**src/adcp_params.svh**
```systemverilog
// Constants for the parallel converter control logic
// Assumes inclusion by bare name from the design files
`ifndef ADCP_PARAMS_SVH
`define ADCP_PARAMS_SVH
`define ADCP_CLK_HZ        25000000
`define ADCP_BIT_PM_HI     7
`define ADCP_BIT_PM_LO     6
`define ADCP_BIT_ACQ       5
`define ADCP_BIT_SGL       4
`define ADCP_BIT_UNI       3
`define ADCP_CTRL_RESET    8'hc8
`define ADCP_RESULT_W      10
`define ADCP_CONV_CYCLES   13
`define ADCP_FIFO_DEPTH    32
`endif

```
**src/adcp_pkg.sv**
```systemverilog
// Types for the parallel converter control logic
// Assumes adcp_params.svh is on the include path
package adcp_pkg;
  typedef enum logic [1:0] {
    ADCP_PM_FULL_DOWN = 2'b00,
    ADCP_PM_STANDBY   = 2'b01,
    ADCP_PM_NORM_INT  = 2'b10,
    ADCP_PM_NORM_EXT  = 2'b11
  } adcp_pmode_e;
  typedef enum logic [1:0] {
    ADCP_ST_RUN,
    ADCP_ST_CONV,
    ADCP_ST_STANDBY,
    ADCP_ST_SHUTDOWN
  } adcp_state_e;
endpackage

```
**src/adcp_stream_if.sv**
```systemverilog
// Result stream between converter core and output FIFO
// Assumes one clock domain
`timescale 1ns/1ns
`default_nettype none
interface adcp_stream_if #(parameter int W = 10);
  logic         valid;
  logic         ready;
  logic [W-1:0] data;
  modport src (output valid, output data, input ready);
  modport snk (input valid, input data, output ready);
endinterface
`default_nettype wire

```
**src/adcp_fifo.sv**
```systemverilog
// Parameterised synchronous FIFO with valid/ready on both sides
// Assumes one clock and asynchronous active-low reset
`timescale 1ns/1ns
`default_nettype none
module adcp_fifo #(
  parameter int W = 10,
  parameter int DEPTH = 32
) (
  // Clock and reset
  input  wire logic i_clk_sys,
  input  wire logic i_arst_n,
  // Fill side
  adcp_stream_if.snk s_in,
  // Drain side
  output logic         o_valid,
  output logic [W-1:0] o_data,
  input  wire logic    i_ready
);
  localparam int AW = $clog2(DEPTH);
  logic [W-1:0] mem_q [DEPTH];
  logic [AW:0]  wr_q;
  logic [AW:0]  rd_q;
  wire          full  = (wr_q[AW] != rd_q[AW]) && (wr_q[AW-1:0] == rd_q[AW-1:0]);
  wire          empty = (wr_q == rd_q);
  wire          push  = s_in.valid && !full;
  wire          pop   = i_ready && !empty;
  assign s_in.ready = !full;
  assign o_valid    = !empty;
  assign o_data     = mem_q[rd_q[AW-1:0]];
  always_ff @(posedge i_clk_sys) begin
    if (push) begin
      mem_q[wr_q[AW-1:0]] <= s_in.data;
    end
  end
  always_ff @(posedge i_clk_sys or negedge i_arst_n) begin
    if (!i_arst_n) begin
      wr_q <= '0;
      rd_q <= '0;
    end else begin
      wr_q <= wr_q + (AW+1)'(push);
      rd_q <= rd_q + (AW+1)'(pop);
    end
  end
endmodule
`default_nettype wire

```
**src/adcp_top.sv**
```systemverilog
// Control logic of a 10-bit converter with byte-wide host port
// Assumes host pins are asynchronous; core result arrives on i_clk_sys
//
// Summary of operation
// RL1 - Control byte: power, acq, config, polarity, address
// RL2 - Single-ended: addressed input against shared negative
// RL3 - Differential: pair by bits 2:1, bit0 polarity
// RL4 - Reset selects external clock, done high
// RL5 - Host waits 10us after reset
// RL6 - Host waits 500us for internal reference
// RL7 - Upper byte select picks low or sign-filled high
// RL8 - Power bits 7:6 pick standby or shutdown
// RL9 - Port works in power-down, no conversions
// RL10 - Standby exits on write strobe rising edge
// RL11 - Shutdown waits for running conversion to finish
// RL12 - Write strobe rising edge exits shutdown
// RL13 - Host waits for accuracy after shutdown
// RL14 - Host enters standby by dummy conversion
// RL15 - Unipolar result plain binary, LSB ref/1024
// RL16 - Power bits: 00 down,01 standby,1x normal
// RL17 - Power-down keeps last clock mode
// RL18 - Control byte captured from data lines
// RL19 - Unipolar straight binary, bipolar twos complement
// RL20 - Host reads after done goes low
`timescale 1ns/1ns
`default_nettype none
`include "adcp_params.svh"
module adcp_top #(
  parameter int N_INPUTS = 8,
  parameter int CONV_CYCLES = `ADCP_CONV_CYCLES
) (
  // Clock and reset
  input  wire logic       i_clk_sys,
  input  wire logic       i_arst_n,
  // Host port
  input  wire logic       i_cs_n,
  input  wire logic       i_wr_n,
  input  wire logic       i_rd_n,
  input  wire logic       i_upper_byte_select,
  input  wire logic [7:0] i_data,
  output logic      [7:0] o_data,
  output logic      [7:0] o_data_oe,
  // Conversion core
  input  wire logic [9:0] i_core_result,
  output logic            o_ext_clock_mode,
  output logic            o_ext_sampling,
  output logic            o_powered,
  output logic            o_standby,
  output logic [7:0]      o_pos_sel,
  output logic [7:0]      o_neg_sel,
  output logic            o_neg_shared,
  output logic            o_busy,
  output logic            o_conv_done_n
);
  // Pin synchronisers
  logic [1:0] wr_s1_q, wr_s2_q, rd_s1_q, rd_s2_q, cs_s1_q, cs_s2_q;
  logic [7:0] d_s1_q, d_s2_q;
  logic       hb_s1_q, hb_s2_q;
  logic       wr_n_d1_q;
  logic       cs_n_d1_q;
  always_ff @(posedge i_clk_sys or negedge i_arst_n) begin
    if (!i_arst_n) begin
      {wr_s1_q, wr_s2_q, rd_s1_q, rd_s2_q, cs_s1_q, cs_s2_q} <= 12'hfff;
      cs_n_d1_q <= 1'b1;
      d_s1_q    <= 8'h00;
      d_s2_q    <= 8'h00;
      hb_s1_q   <= 1'b0;
      hb_s2_q   <= 1'b0;
      wr_n_d1_q <= 1'b1;
    end else begin
      wr_s1_q   <= {wr_s1_q[0], i_wr_n};
      wr_s2_q   <= {wr_s2_q[0], wr_s1_q[1]};
      rd_s1_q   <= {rd_s1_q[0], i_rd_n};
      rd_s2_q   <= {rd_s2_q[0], rd_s1_q[1]};
      cs_s1_q   <= {cs_s1_q[0], i_cs_n};
      cs_s2_q   <= {cs_s2_q[0], cs_s1_q[1]};
      d_s1_q    <= i_data;
      d_s2_q    <= d_s1_q;
      hb_s1_q   <= i_upper_byte_select;
      hb_s2_q   <= hb_s1_q;
      wr_n_d1_q <= wr_s2_q[1];
      cs_n_d1_q <= cs_s2_q[1];
    end
  end
  wire wr_n_s = wr_s2_q[1];
  wire rd_n_s = rd_s2_q[1];
  wire cs_n_s = cs_s2_q[1];
  // Select qualified one cycle back: host may release select with the strobe
  wire wr_rise = wr_n_s && !wr_n_d1_q && !cs_n_d1_q;

  // Control word
  logic [7:0] ctrl_q;
  logic       clk_ext_q;
  wire [1:0]  pm_w  = d_s2_q[`ADCP_BIT_PM_HI:`ADCP_BIT_PM_LO];
  wire        norm_w = pm_w[1];
  always_ff @(posedge i_clk_sys or negedge i_arst_n) begin
    if (!i_arst_n) begin
      ctrl_q    <= `ADCP_CTRL_RESET;
      clk_ext_q <= 1'b1; // RL4
    end else if (wr_rise) begin
      ctrl_q <= d_s2_q; // RL18 RL1
      if (norm_w) begin
        clk_ext_q <= pm_w[0]; // RL16 RL17
      end
    end
  end
  wire       sgl   = ctrl_q[`ADCP_BIT_SGL];
  wire       uni   = ctrl_q[`ADCP_BIT_UNI];
  wire [2:0] addr  = ctrl_q[2:0];
  wire [2:0] pos_i = sgl ? addr : {addr[2:1], addr[0]};
  wire [2:0] neg_i = {addr[2:1], ~addr[0]};
  wire [7:0] in_mask = 8'((16'h1 << N_INPUTS) - 16'h1);
  assign o_pos_sel    = (8'h01 << pos_i) & in_mask; // RL2 RL3
  assign o_neg_sel    = sgl ? 8'h00 : ((8'h01 << neg_i) & in_mask); // RL3
  assign o_neg_shared = sgl; // RL2
  assign o_ext_clock_mode = clk_ext_q;
  assign o_ext_sampling   = ctrl_q[`ADCP_BIT_ACQ];

  // Power and conversion sequencing
  adcp_pkg::adcp_state_e st_q, st_d;
  logic [4:0] cnt_q;
  logic       done_n_q;
  logic       pend_q;
  wire        conv_end = (st_q == adcp_pkg::ADCP_ST_CONV) && (cnt_q == 5'(CONV_CYCLES - 1));
  always_comb begin
    st_d = st_q;
    unique case (st_q)
      adcp_pkg::ADCP_ST_RUN: begin
        if (wr_rise && norm_w) st_d = adcp_pkg::ADCP_ST_CONV;
        else if (wr_rise && pm_w == 2'b01) st_d = adcp_pkg::ADCP_ST_STANDBY; // RL8
        else if (wr_rise) st_d = adcp_pkg::ADCP_ST_SHUTDOWN; // RL8
      end
      adcp_pkg::ADCP_ST_CONV: begin
        if (conv_end && pend_q) st_d = adcp_pkg::ADCP_ST_SHUTDOWN; // RL11
        else if (conv_end) st_d = adcp_pkg::ADCP_ST_RUN;
      end
      adcp_pkg::ADCP_ST_STANDBY: begin
        if (wr_rise) st_d = norm_w ? adcp_pkg::ADCP_ST_CONV : adcp_pkg::ADCP_ST_RUN; // RL10 RL9
      end
      adcp_pkg::ADCP_ST_SHUTDOWN: begin
        if (wr_rise) st_d = norm_w ? adcp_pkg::ADCP_ST_CONV : adcp_pkg::ADCP_ST_RUN; // RL12 RL9
      end
    endcase
  end
  adcp_stream_if #(.W(`ADCP_RESULT_W)) res_if ();
  assign res_if.valid = conv_end;
  assign res_if.data  = i_core_result; // RL15 RL19
  wire stall = (st_q == adcp_pkg::ADCP_ST_CONV) && !res_if.ready;
  always_ff @(posedge i_clk_sys or negedge i_arst_n) begin
    if (!i_arst_n) begin
      st_q     <= adcp_pkg::ADCP_ST_RUN;
      cnt_q    <= 5'h00;
      done_n_q <= 1'b1; // RL4
      pend_q   <= 1'b0;
    end else if (!stall) begin
      st_q  <= st_d;
      cnt_q <= (st_q == adcp_pkg::ADCP_ST_CONV && !conv_end) ? cnt_q + 5'h01 : 5'h00;
      if (wr_rise) done_n_q <= 1'b1;
      else if (conv_end) done_n_q <= 1'b0;
      if (st_q == adcp_pkg::ADCP_ST_CONV && wr_rise && pm_w == 2'b00) pend_q <= 1'b1; // RL11
      else if (conv_end) pend_q <= 1'b0;
    end
  end
  assign o_busy        = (st_q == adcp_pkg::ADCP_ST_CONV);
  assign o_powered     = (st_q == adcp_pkg::ADCP_ST_RUN) || (st_q == adcp_pkg::ADCP_ST_CONV);
  assign o_standby     = (st_q == adcp_pkg::ADCP_ST_STANDBY);
  assign o_conv_done_n = done_n_q;

  // Result buffer and readout
  logic       f_valid;
  logic [9:0] f_data;
  logic [9:0] res_q;
  logic       rd_n_d1_q;
  logic       res_q_loaded;
  wire        rd_end = rd_n_s && !rd_n_d1_q && !cs_n_d1_q && hb_s2_q;
  adcp_fifo #(.W(`ADCP_RESULT_W), .DEPTH(`ADCP_FIFO_DEPTH)) u_fifo (
    .i_clk_sys (i_clk_sys),
    .i_arst_n  (i_arst_n),
    .s_in      (res_if),
    .o_valid   (f_valid),
    .o_data    (f_data),
    .i_ready   (rd_end || !res_q_loaded)
  );
  logic [7:0] out_q;
  always_ff @(posedge i_clk_sys or negedge i_arst_n) begin
    if (!i_arst_n) begin
      res_q        <= 10'h000;
      res_q_loaded <= 1'b0;
      rd_n_d1_q    <= 1'b1;
      out_q        <= 8'h00;
    end else begin
      rd_n_d1_q <= rd_n_s;
      if (f_valid && (rd_end || !res_q_loaded)) begin
        res_q        <= f_data;
        res_q_loaded <= 1'b1;
      end else if (rd_end) begin
        // Result consumed; next arrival loads straight away
        res_q_loaded <= 1'b0;
      end
      out_q <= hb_s2_q ? {{6{res_q[9] & ~uni}}, res_q[9:8]} : res_q[7:0]; // RL7
    end
  end
  wire rd_act = !cs_n_s && !rd_n_s;
  assign o_data    = out_q;
  assign o_data_oe = {8{rd_act}}; // RL9

  AST_RESET_DONE_HIGH: assert property (@(posedge i_clk_sys) $rose(i_arst_n) |-> o_conv_done_n && o_ext_clock_mode) // RL4
    else $error("done or clock mode wrong after reset");
  AST_UNIPOLAR_FILL: assert property (@(posedge i_clk_sys) disable iff (!i_arst_n)
    $past(hb_s2_q) && $past(uni) |-> o_data[7:2] == 6'h00) // RL7
    else $error("unipolar fill not zero");
  AST_BIPOLAR_FILL: assert property (@(posedge i_clk_sys) disable iff (!i_arst_n)
    $past(hb_s2_q) && !$past(uni) |-> o_data[7:2] == {6{$past(res_q[9])}}) // RL7
    else $error("bipolar fill not sign");
  AST_SGL_NEG: assert property (@(posedge i_clk_sys) disable iff (!i_arst_n)
    sgl |-> o_neg_sel == 8'h00 && o_neg_shared) // RL2
    else $error("single-ended negative wrong");
  AST_DIF_PAIR: assert property (@(posedge i_clk_sys) disable iff (!i_arst_n)
    !sgl && N_INPUTS == 8 |-> (o_pos_sel | o_neg_sel) == (8'h03 << {addr[2:1], 1'b0})) // RL3
    else $error("differential pair wrong");
  AST_CLK_KEPT: assert property (@(posedge i_clk_sys) disable iff (!i_arst_n)
    wr_rise && !norm_w |=> $stable(o_ext_clock_mode)) // RL17
    else $error("clock mode changed in power-down");
  AST_SHUTDOWN_WAITS: assert property (@(posedge i_clk_sys) disable iff (!i_arst_n)
    o_busy && !conv_end |=> st_q != adcp_pkg::ADCP_ST_SHUTDOWN) // RL11
    else $error("shutdown before conversion end");
  AST_WAKE: assert property (@(posedge i_clk_sys) disable iff (!i_arst_n)
    !o_powered && wr_rise && norm_w |=> o_busy) // RL10 RL12
    else $error("no wake on write");
  AST_NO_CONV_DOWN: assert property (@(posedge i_clk_sys) disable iff (!i_arst_n)
    !o_powered |-> !o_busy ##1 (o_busy -> $past(wr_rise))) // RL9
    else $error("conversion while powered down");
endmodule
`default_nettype wire

```
**config.mk**
```make
export PLATFORM = sky130hd
export DESIGN_NAME = adcp_top
export DESIGN_NICKNAME = d
export VERILOG_FILES = /design/src/adcp_pkg.sv /design/src/adcp_stream_if.sv /design/src/adcp_fifo.sv /design/src/adcp_top.sv
export VERILOG_INCLUDE_DIRS = /design/src
export SDC_FILE = /design/constraint.sdc
export NUM_CORES = 1
export LEC_CHECK = 0
export BUFFER_PORTS_ARGS = -buffer_cell sky130_fd_sc_hd__buf_2
export CORE_MARGIN = 2
export CORE_UTILIZATION = 40
export DETAILED_ROUTE_END_ITERATION = 8
export GPL_TIMING_DRIVEN = 0
export PLACE_DENSITY = 0.69
export SLEW_MARGIN = 40
export SYNTH_ARGS = -nofsm -noshare
export SYNTH_HDL_FRONTEND = slang
export SYNTH_SLANG_ARGS = --single-unit
```
**constraint.sdc**
```tcl
create_clock -name i_clk_sys -period 2.4 [get_ports i_clk_sys]
set_clock_uncertainty 0.2 [all_clocks]
set_input_delay 0.48 -clock i_clk_sys [delete_from_list [all_inputs] [get_ports i_clk_sys]]
set_output_delay 0.48 -clock i_clk_sys [all_outputs]
set_load 0.01 [all_outputs]
```
Word level (Yosys, flattened, before mapping)
Memory sizes are Yosys's and may differ from the RTL's. A register that Yosys moved wholly into a read port is not among the register bits.
Index checks and enable logic that the tools add are counted.
{"block": "op_classes", "bitwise_logic": 4, "shifts": 2, "reduce_logical": 39, "addsub": 3, "n_mux": 18, "n_eq_ne": 11}
{"cell": "$logic_and A1 B1 Y1", "count": 17}
{"cell": "$mux W8", "count": 2}
{"cell": "$shl A1 B3 Y8 const A", "count": 2}
{"cell": "$add A6 B1 Y6", "count": 2}
{"cell": "$mux W2", "count": 6}
{"cell": "$logic_not A1 Y1", "count": 10}
{"cell": "$mux W1", "count": 8}
{"cell": "$eq A6 B6 Y1", "count": 1}
{"cell": "$pmux W2 S3", "count": 1}
{"cell": "$reduce_and A2 Y1", "count": 3}
{"cell": "$reduce_bool A2 Y1", "count": 3}
{"cell": "$add A5 B1 Y5 const B", "count": 1}
{"cell": "$eq A5 B4 Y1 const B", "count": 1}
{"cell": "$eq A5 B5 Y1", "count": 1}
{"cell": "$mux W5", "count": 1}
{"cell": "$eq A2 B1 Y1 const B", "count": 2}
{"cell": "$eq A2 B2 Y1 const B", "count": 2}
{"cell": "$logic_not A2 Y1", "count": 2}
{"cell": "$ne A4 B4 Y1 const B", "count": 1}
{"cell": "$reduce_and A4 Y1", "count": 1}
{"cell": "$ne A3 B1 Y1 const B", "count": 1}
{"cell": "$not A1 Y1", "count": 3}
{"cell": "$logic_or A1 B1 Y1", "count": 2}
{"cell": "$ne A2 B1 Y1 const B", "count": 1}
{"cell": "3 further kinds", "count": 3}
{"block": "word_totals", "in_bits": 24, "output_inout_bits": 39, "ff_bits": 70, "ramBits": 320, "word_cells": 101, "memories": 1}
{"name": "u_fifo.mem_q", "depth": 32, "width": 10, "read_ports": 1, "rd_clocked_by_memory_dff": 1, "wr": 1, "line": "adcp_fifo.sv:20", "text": "logic [W-1:0] mem_q [DEPTH];"}

Logic depth before layout (Yosys ltp)
{"block": "depth", "depth_word": 7, "depth_mapped": 11, "ltp_nobuf": 8}

Hierarchy
A second synthesis with hierarchy kept.
{"block": "unflattened", "cells_unflattened": 847, "area_unflattened_um2": 15548.7}
{"mod": "adcp_fifo", "area_per_inst_um2": 12987.5, "n_inst": 1, "cells_per_inst": 651, "seq_area_each_um2": 9909.5}
{"mod": "adcp_top", "area_per_inst_um2": 2561.2, "n_inst": 1, "cells_per_inst": 196, "seq_area_each_um2": 1724.2}

Worst setup path after synthesis
No wires, ideal clock.
{"block": "synth_timing", "kind": "flip-flop to flip-flop", "start": "register u_fifo.rd_q[0]", "end": "memory u_fifo.mem_q[27][0], enable pin", "setup_time_ns": 0.376, "setup_slack_ns": -0.195, "t_required_ns": 1.824, "n_path_buf": 3, "stages_incl_launch_ff": 9, "arrival_ns": 2.019, "period_less_slack_ns": 2.595, "path_cell_list": "dfrtp_1 buf_6 buf_8 xnor2_1 and2_4 a311oi_2 buf_6 nand4_4 nor2_1"}
{"block": "synth_between", "elab_chain_len": 6}
{"element": "start: declaration", "line": "adcp_fifo.sv:22", "text": "logic [AW:0] rd_q;"}
{"element": "start signal: assignment", "line": "adcp_fifo.sv:41", "text": "rd_q <= rd_q + (AW+1)'(pop);"}
{"element": "$eq A5 B5 Y1", "line": "adcp_fifo.sv:23", "text": "wire full = (wr_q[AW] != rd_q[AW]) && (wr_q[AW-1:0] == rd_q[AW-1:0]);"}
{"element": "$logic_and A1 B1 Y1", "line": "adcp_fifo.sv:23"}
{"element": "$logic_not A1 Y1", "line": "adcp_fifo.sv:25", "text": "wire push = s_in.valid && !full;"}
{"element": "$logic_and A1 B1 Y1", "line": "adcp_fifo.sv:25"}
{"element": "$mux W1", "line": "adcp_fifo.sv:31", "text": "if (push) begin"}
{"element": "$mux W1 (not written as such)", "line": "adcp_fifo.sv:32", "text": "mem_q[wr_q[AW-1:0]] <= s_in.data;"}
{"element": "end: declaration", "line": "adcp_fifo.sv:20"}
Every way passes these cells.

Worst setup path after layout
{"block": "layout_timing", "start": "register u_fifo.rd_q[0]", "end": "memory u_fifo.mem_q[22][8], enable pin"}
The elaborated chain is that of the path after synthesis.

==> flow_metrics.tcl <==
set metrics [dict create \
    rr_worst_depth 9 \
    drtPass1Iterations 5 \
    drive_above_1_share 0.419 \
    start_util 0.405 \
    stdcell_count 1636 \
    post-route-util 0.531 \
    rsz0062_at_grt "yes" \
    cellPowerDensity_nw_per_um2 714 \
    drv_slew 0 \
    cap_viol_max_count 0 \
    cp-end-kind "flip-flop" \
    p_int_mw 11.6 \
    fin_crit_ns 2.63 \
    yosys.area_share.simple 0.0522 \
    p_switching_mw 3.01 \
    clkSlewWorstSetupHoldPaths_ns 0.07 \
    status "complete, but fails checks" \
    slew_headroom 0.484 \
    avgViaCountPerCell 5.51 \
    violations "setup timing" \
    ys_seq_area_frac 0.745 \
    synth_area_sq_um 15600 \
    dp_slack_ns -0.807 \
    final_nets 1116 \
    htreeDepth 2 \
    whs_endpoint "d_s2_q[0]$_DFF_PN0_" \
    postSynth.asyncResetShare 0.200 \
    gr-total-overflow 0 \
    grt_pass1_vias 8910 \
    fp.dieW_microns 202 \
    numPlacedInstances 1453 \
    setup_slack_ns -0.235 \
    synth-edff-count 320 \
    power_leakage_nw 7.02 \
    insertedDiodeCount 0 \
    r2r-start "u_fifo.rd_q[0]$_DFF_PN0_" \
    grt_max_degree 60 \
    antenna_found_initial 0 \
    drt_wl_total_microns 38400 \
    grt_util_all_layers 0.181 \
    r2r_slack_ns -0.23 \
    timing.rr.end "u_fifo.mem_q[22][8]$_DFFE_PP_" \
    io-pin-count 63 \
    drc 0 \
    cts_buffers 41 \
    hold_viol_final 0 \
    cts_num_sinks 400 \
    io_buffers 62 \
    avgSynthCellArea_sq_um 17.9 \
    switching_share 0.206 \
    num-fill-cells 2930 \
    grt_pass1_wl_microns 55000 \
    finalCritPeriodShare 1.10 \
    setup_viol 328 \
    syn_inst 872 \
    critical_path_class "reg2reg" \
    hold_class "reg2reg" \
    p_comb_frac 0.039 \
    worst-path-max-fanout 6 \
    start_kind "flip-flop" \
    synth_top_family_by_area "multiplexers" \
    rows 72 \
    clkPwrFrac 0.430 \
    insertion_delay_ns 0.54 \
    drt-initial-drc-count 934 \
    area_growth_syn_to_layout_pct 31.1 \
    hp-start "d_s1_q[0]$_DFF_PN0_" \
    floorplan.die_area_sq_um 40700 \
    vdd_drop_max_mv 0.442 \
    hold_depth 0 \
    gp_congestion 0.876 \
    yosysUniqueCellTypes 50 \
    synthAdderAreaFrac 0.00481 \
    clockBufferDepth 3 \
    max_freq_mhz 380 \
    cp.arrival_ns 2.69 \
    wl_per_cell_microns 23.5 \
    seqPwrFrac 0.531 \
    vias 9015 \
    synth_compound_area_frac 0.0485 \
    fp.coreArea_sq_um 38600 \
    synthFlopType "edfxtp_1" \
    worstMarginPinSlew_ns 0.774 \
    yosys_warnings 0 \
    synthMuxAreaShare 0.115 \
    die_y_microns 202 \
    ant_nets 0 \
    ctsRootBufferMaster "clkbuf_16" \
    dp_hpwl_microns 21800 \
    synth-xor-area-share 0.00785 \
    cp.required_ns 2.45 \
    synth_nets 902 \
    cts_tree "done" \
    ys_seq_elements 400 \
]
## worst max-delay path, cell delays in order (launching register included)
cell,delay (ns)
dfrtp_2,0.43
buf_12,0.14
xnor2_4,0.12
and2_4,0.17
a311oi_4,0.33
buf_6,0.17
buf_12,0.14
nand3_4,0.21
nor2_4,0.26
buf_12,0.15
## state kept, by name (all words and copies together), names as in the netlist, 5 cells and up
| name | flops |
|---|---|
| cnt_q | 5 |
| ctrl_q | 6 |
| d_s1_q | 8 |
| d_s2_q | 8 |
| o_data | 8 |
| res_q | 10 |
| u_fifo.mem_q | 320 |
| u_fifo.rd_q | 6 |
| u_fifo.wr_q | 6 |
## power by group through the flow
stage                     Combinational [mW]  Sequential [mW]  Clock [mW]
after global placement                 0.517             7.87           0
final                                  0.577             7.76        6.28
after floorplan                        0.261             7.86           0
after detailed placement               0.543             7.88           0
after global routing                   0.646             7.77        6.63
after CTS                              0.582             7.74        6.34
## cells in the mapped netlist (all sizes together) (4+ instances only)
master / n / area share
a311oi: 5 / 0.0032
edfxtp: 320 / 0.62
nand2: 38 / 0.0093
nor2: 60 / 0.014
a211oi: 24 / 0.012
xnor2: 10 / 0.0056
mux2: 14 / 0.010
nand3: 15 / 0.0058
clkbuf: 14 / 0.0034
buf: 44 / 0.020
nor2b: 14 / 0.0056
o22ai: 21 / 0.0084
a21oi: 5 / 0.0016
o221ai: 10 / 0.0056
mux2i: 51 / 0.033
nand2b: 6 / 0.0024
nand3b: 5 / 0.0031
nor3: 15 / 0.0048
mux4: 50 / 0.072
xor2: 4 / 0.0022
o31ai: 11 / 0.0053
dfstp: 18 / 0.030
o21ai: 9 / 0.0029
o31a: 4 / 0.0022
ha: 6 / 0.0048
inv: 15 / 0.0036
a2111oi: 6 / 0.0058
dfrtp: 62 / 0.099
## layout make-up
cell class                 instances  area (sq um)  area share
buffer                            54           457      0.0223
clock buffer                      57          1170      0.0572
clock inverter                    18           161     0.00788
inverter                          15          58.8     0.00287
multi-input combinational        399          4460       0.218
sequential                       400         11600       0.568
tap                              518           648      0.0317
timing repair buffer             175          1880      0.0917
## what timing repair did
item	in CTS	in global routing
pin swaps	43	44
cloned	3	4
hold buffers	13	0
resized for setup	111	91
setup buffers	67	29
endpoints found under the hold margin	88	0
setup endpoints to repair	340	352
## worst max path at each step
stage                                        start                       endpoint  slack [ns]  cells past startpoint
after floorplan           u_fifo.rd_q[0]$_DFF_PN0_   u_fifo.mem_q[4][0]$_DFFE_PP_       -0.17                      8
after detailed placement  u_fifo.rd_q[0]$_DFF_PN0_  u_fifo.mem_q[15][2]$_DFFE_PP_       -0.81                      7
after global routing      u_fifo.rd_q[4]$_DFF_PN0_  u_fifo.mem_q[22][5]$_DFFE_PP_       -0.26                      8
after CTS                 u_fifo.rd_q[0]$_DFF_PN0_  u_fifo.mem_q[19][0]$_DFFE_PP_       -0.19                     10
after global placement    u_fifo.rd_q[0]$_DFF_PN0_  u_fifo.mem_q[11][4]$_DFFE_PP_       -0.86                      7
final                     u_fifo.rd_q[0]$_DFF_PN0_  u_fifo.mem_q[22][8]$_DFFE_PP_       -0.23                      9
## stage by stage
step / power [mW] / TNS, ns / hold slack (ns) / area [sq um]
after CTS: 14.7 / -31.96 / 0.149 / 19800
after global placement: 8.39 / -172.12 / 0.133 / 16700
after global routing: 15.0 / -59.48 / 0.154 / 20500
after detailed placement: 8.42 / -171.99 / 0.136 / 16800
after floorplan: 8.12 / -14.65 / -0.0156 / 15800
final: 14.6 / -46.24 / 0.147 / 20500
## placed cells by master, fill, tap and decap left out, drive strengths merged, types with 9 or more instances in the layout
| cell | instances |
|---|---|
| xnor2 | 10 |
| a211oi | 24 |
| nor2b | 14 |
| edfxtp | 320 |
| nor3 | 15 |
| o31ai | 11 |
| mux4 | 50 |
| inv | 16 |
| buf | 193 |
| mux2 | 14 |
| o22ai | 21 |
| clkbuf | 80 |
| clkinv | 13 |
| o21ai | 9 |
| nand2 | 38 |
| dfstp | 18 |
| dlygate4sd3 | 13 |
| o221ai | 10 |
| mux2i | 51 |
| nand3 | 15 |
| dfrtp | 62 |
| nor2 | 60 |
## layer usage
metal	wire length (microns)	vias up	track usage
met3	2630	93	0.0347
li1	-	3841	-
met2	18400	427	0.280
met4	1740	0	0.0830
met5	0	-	0.00833
met1	15600	4654	0.249
## cells by family (layout without fill, tap and decap cells)
logic type,Yosys count,count (layout)
flip-flops,400,400
multiplexers,115,115
buffers and inverters,73,319
adder cells (fa/ha/maj),6,6
AND/OR/NAND/NOR,165,165
XOR/XNOR,14,14
AO/OA/AOI/OAI,99,99
Note: power is estimated with default switching activity, not from simulation.
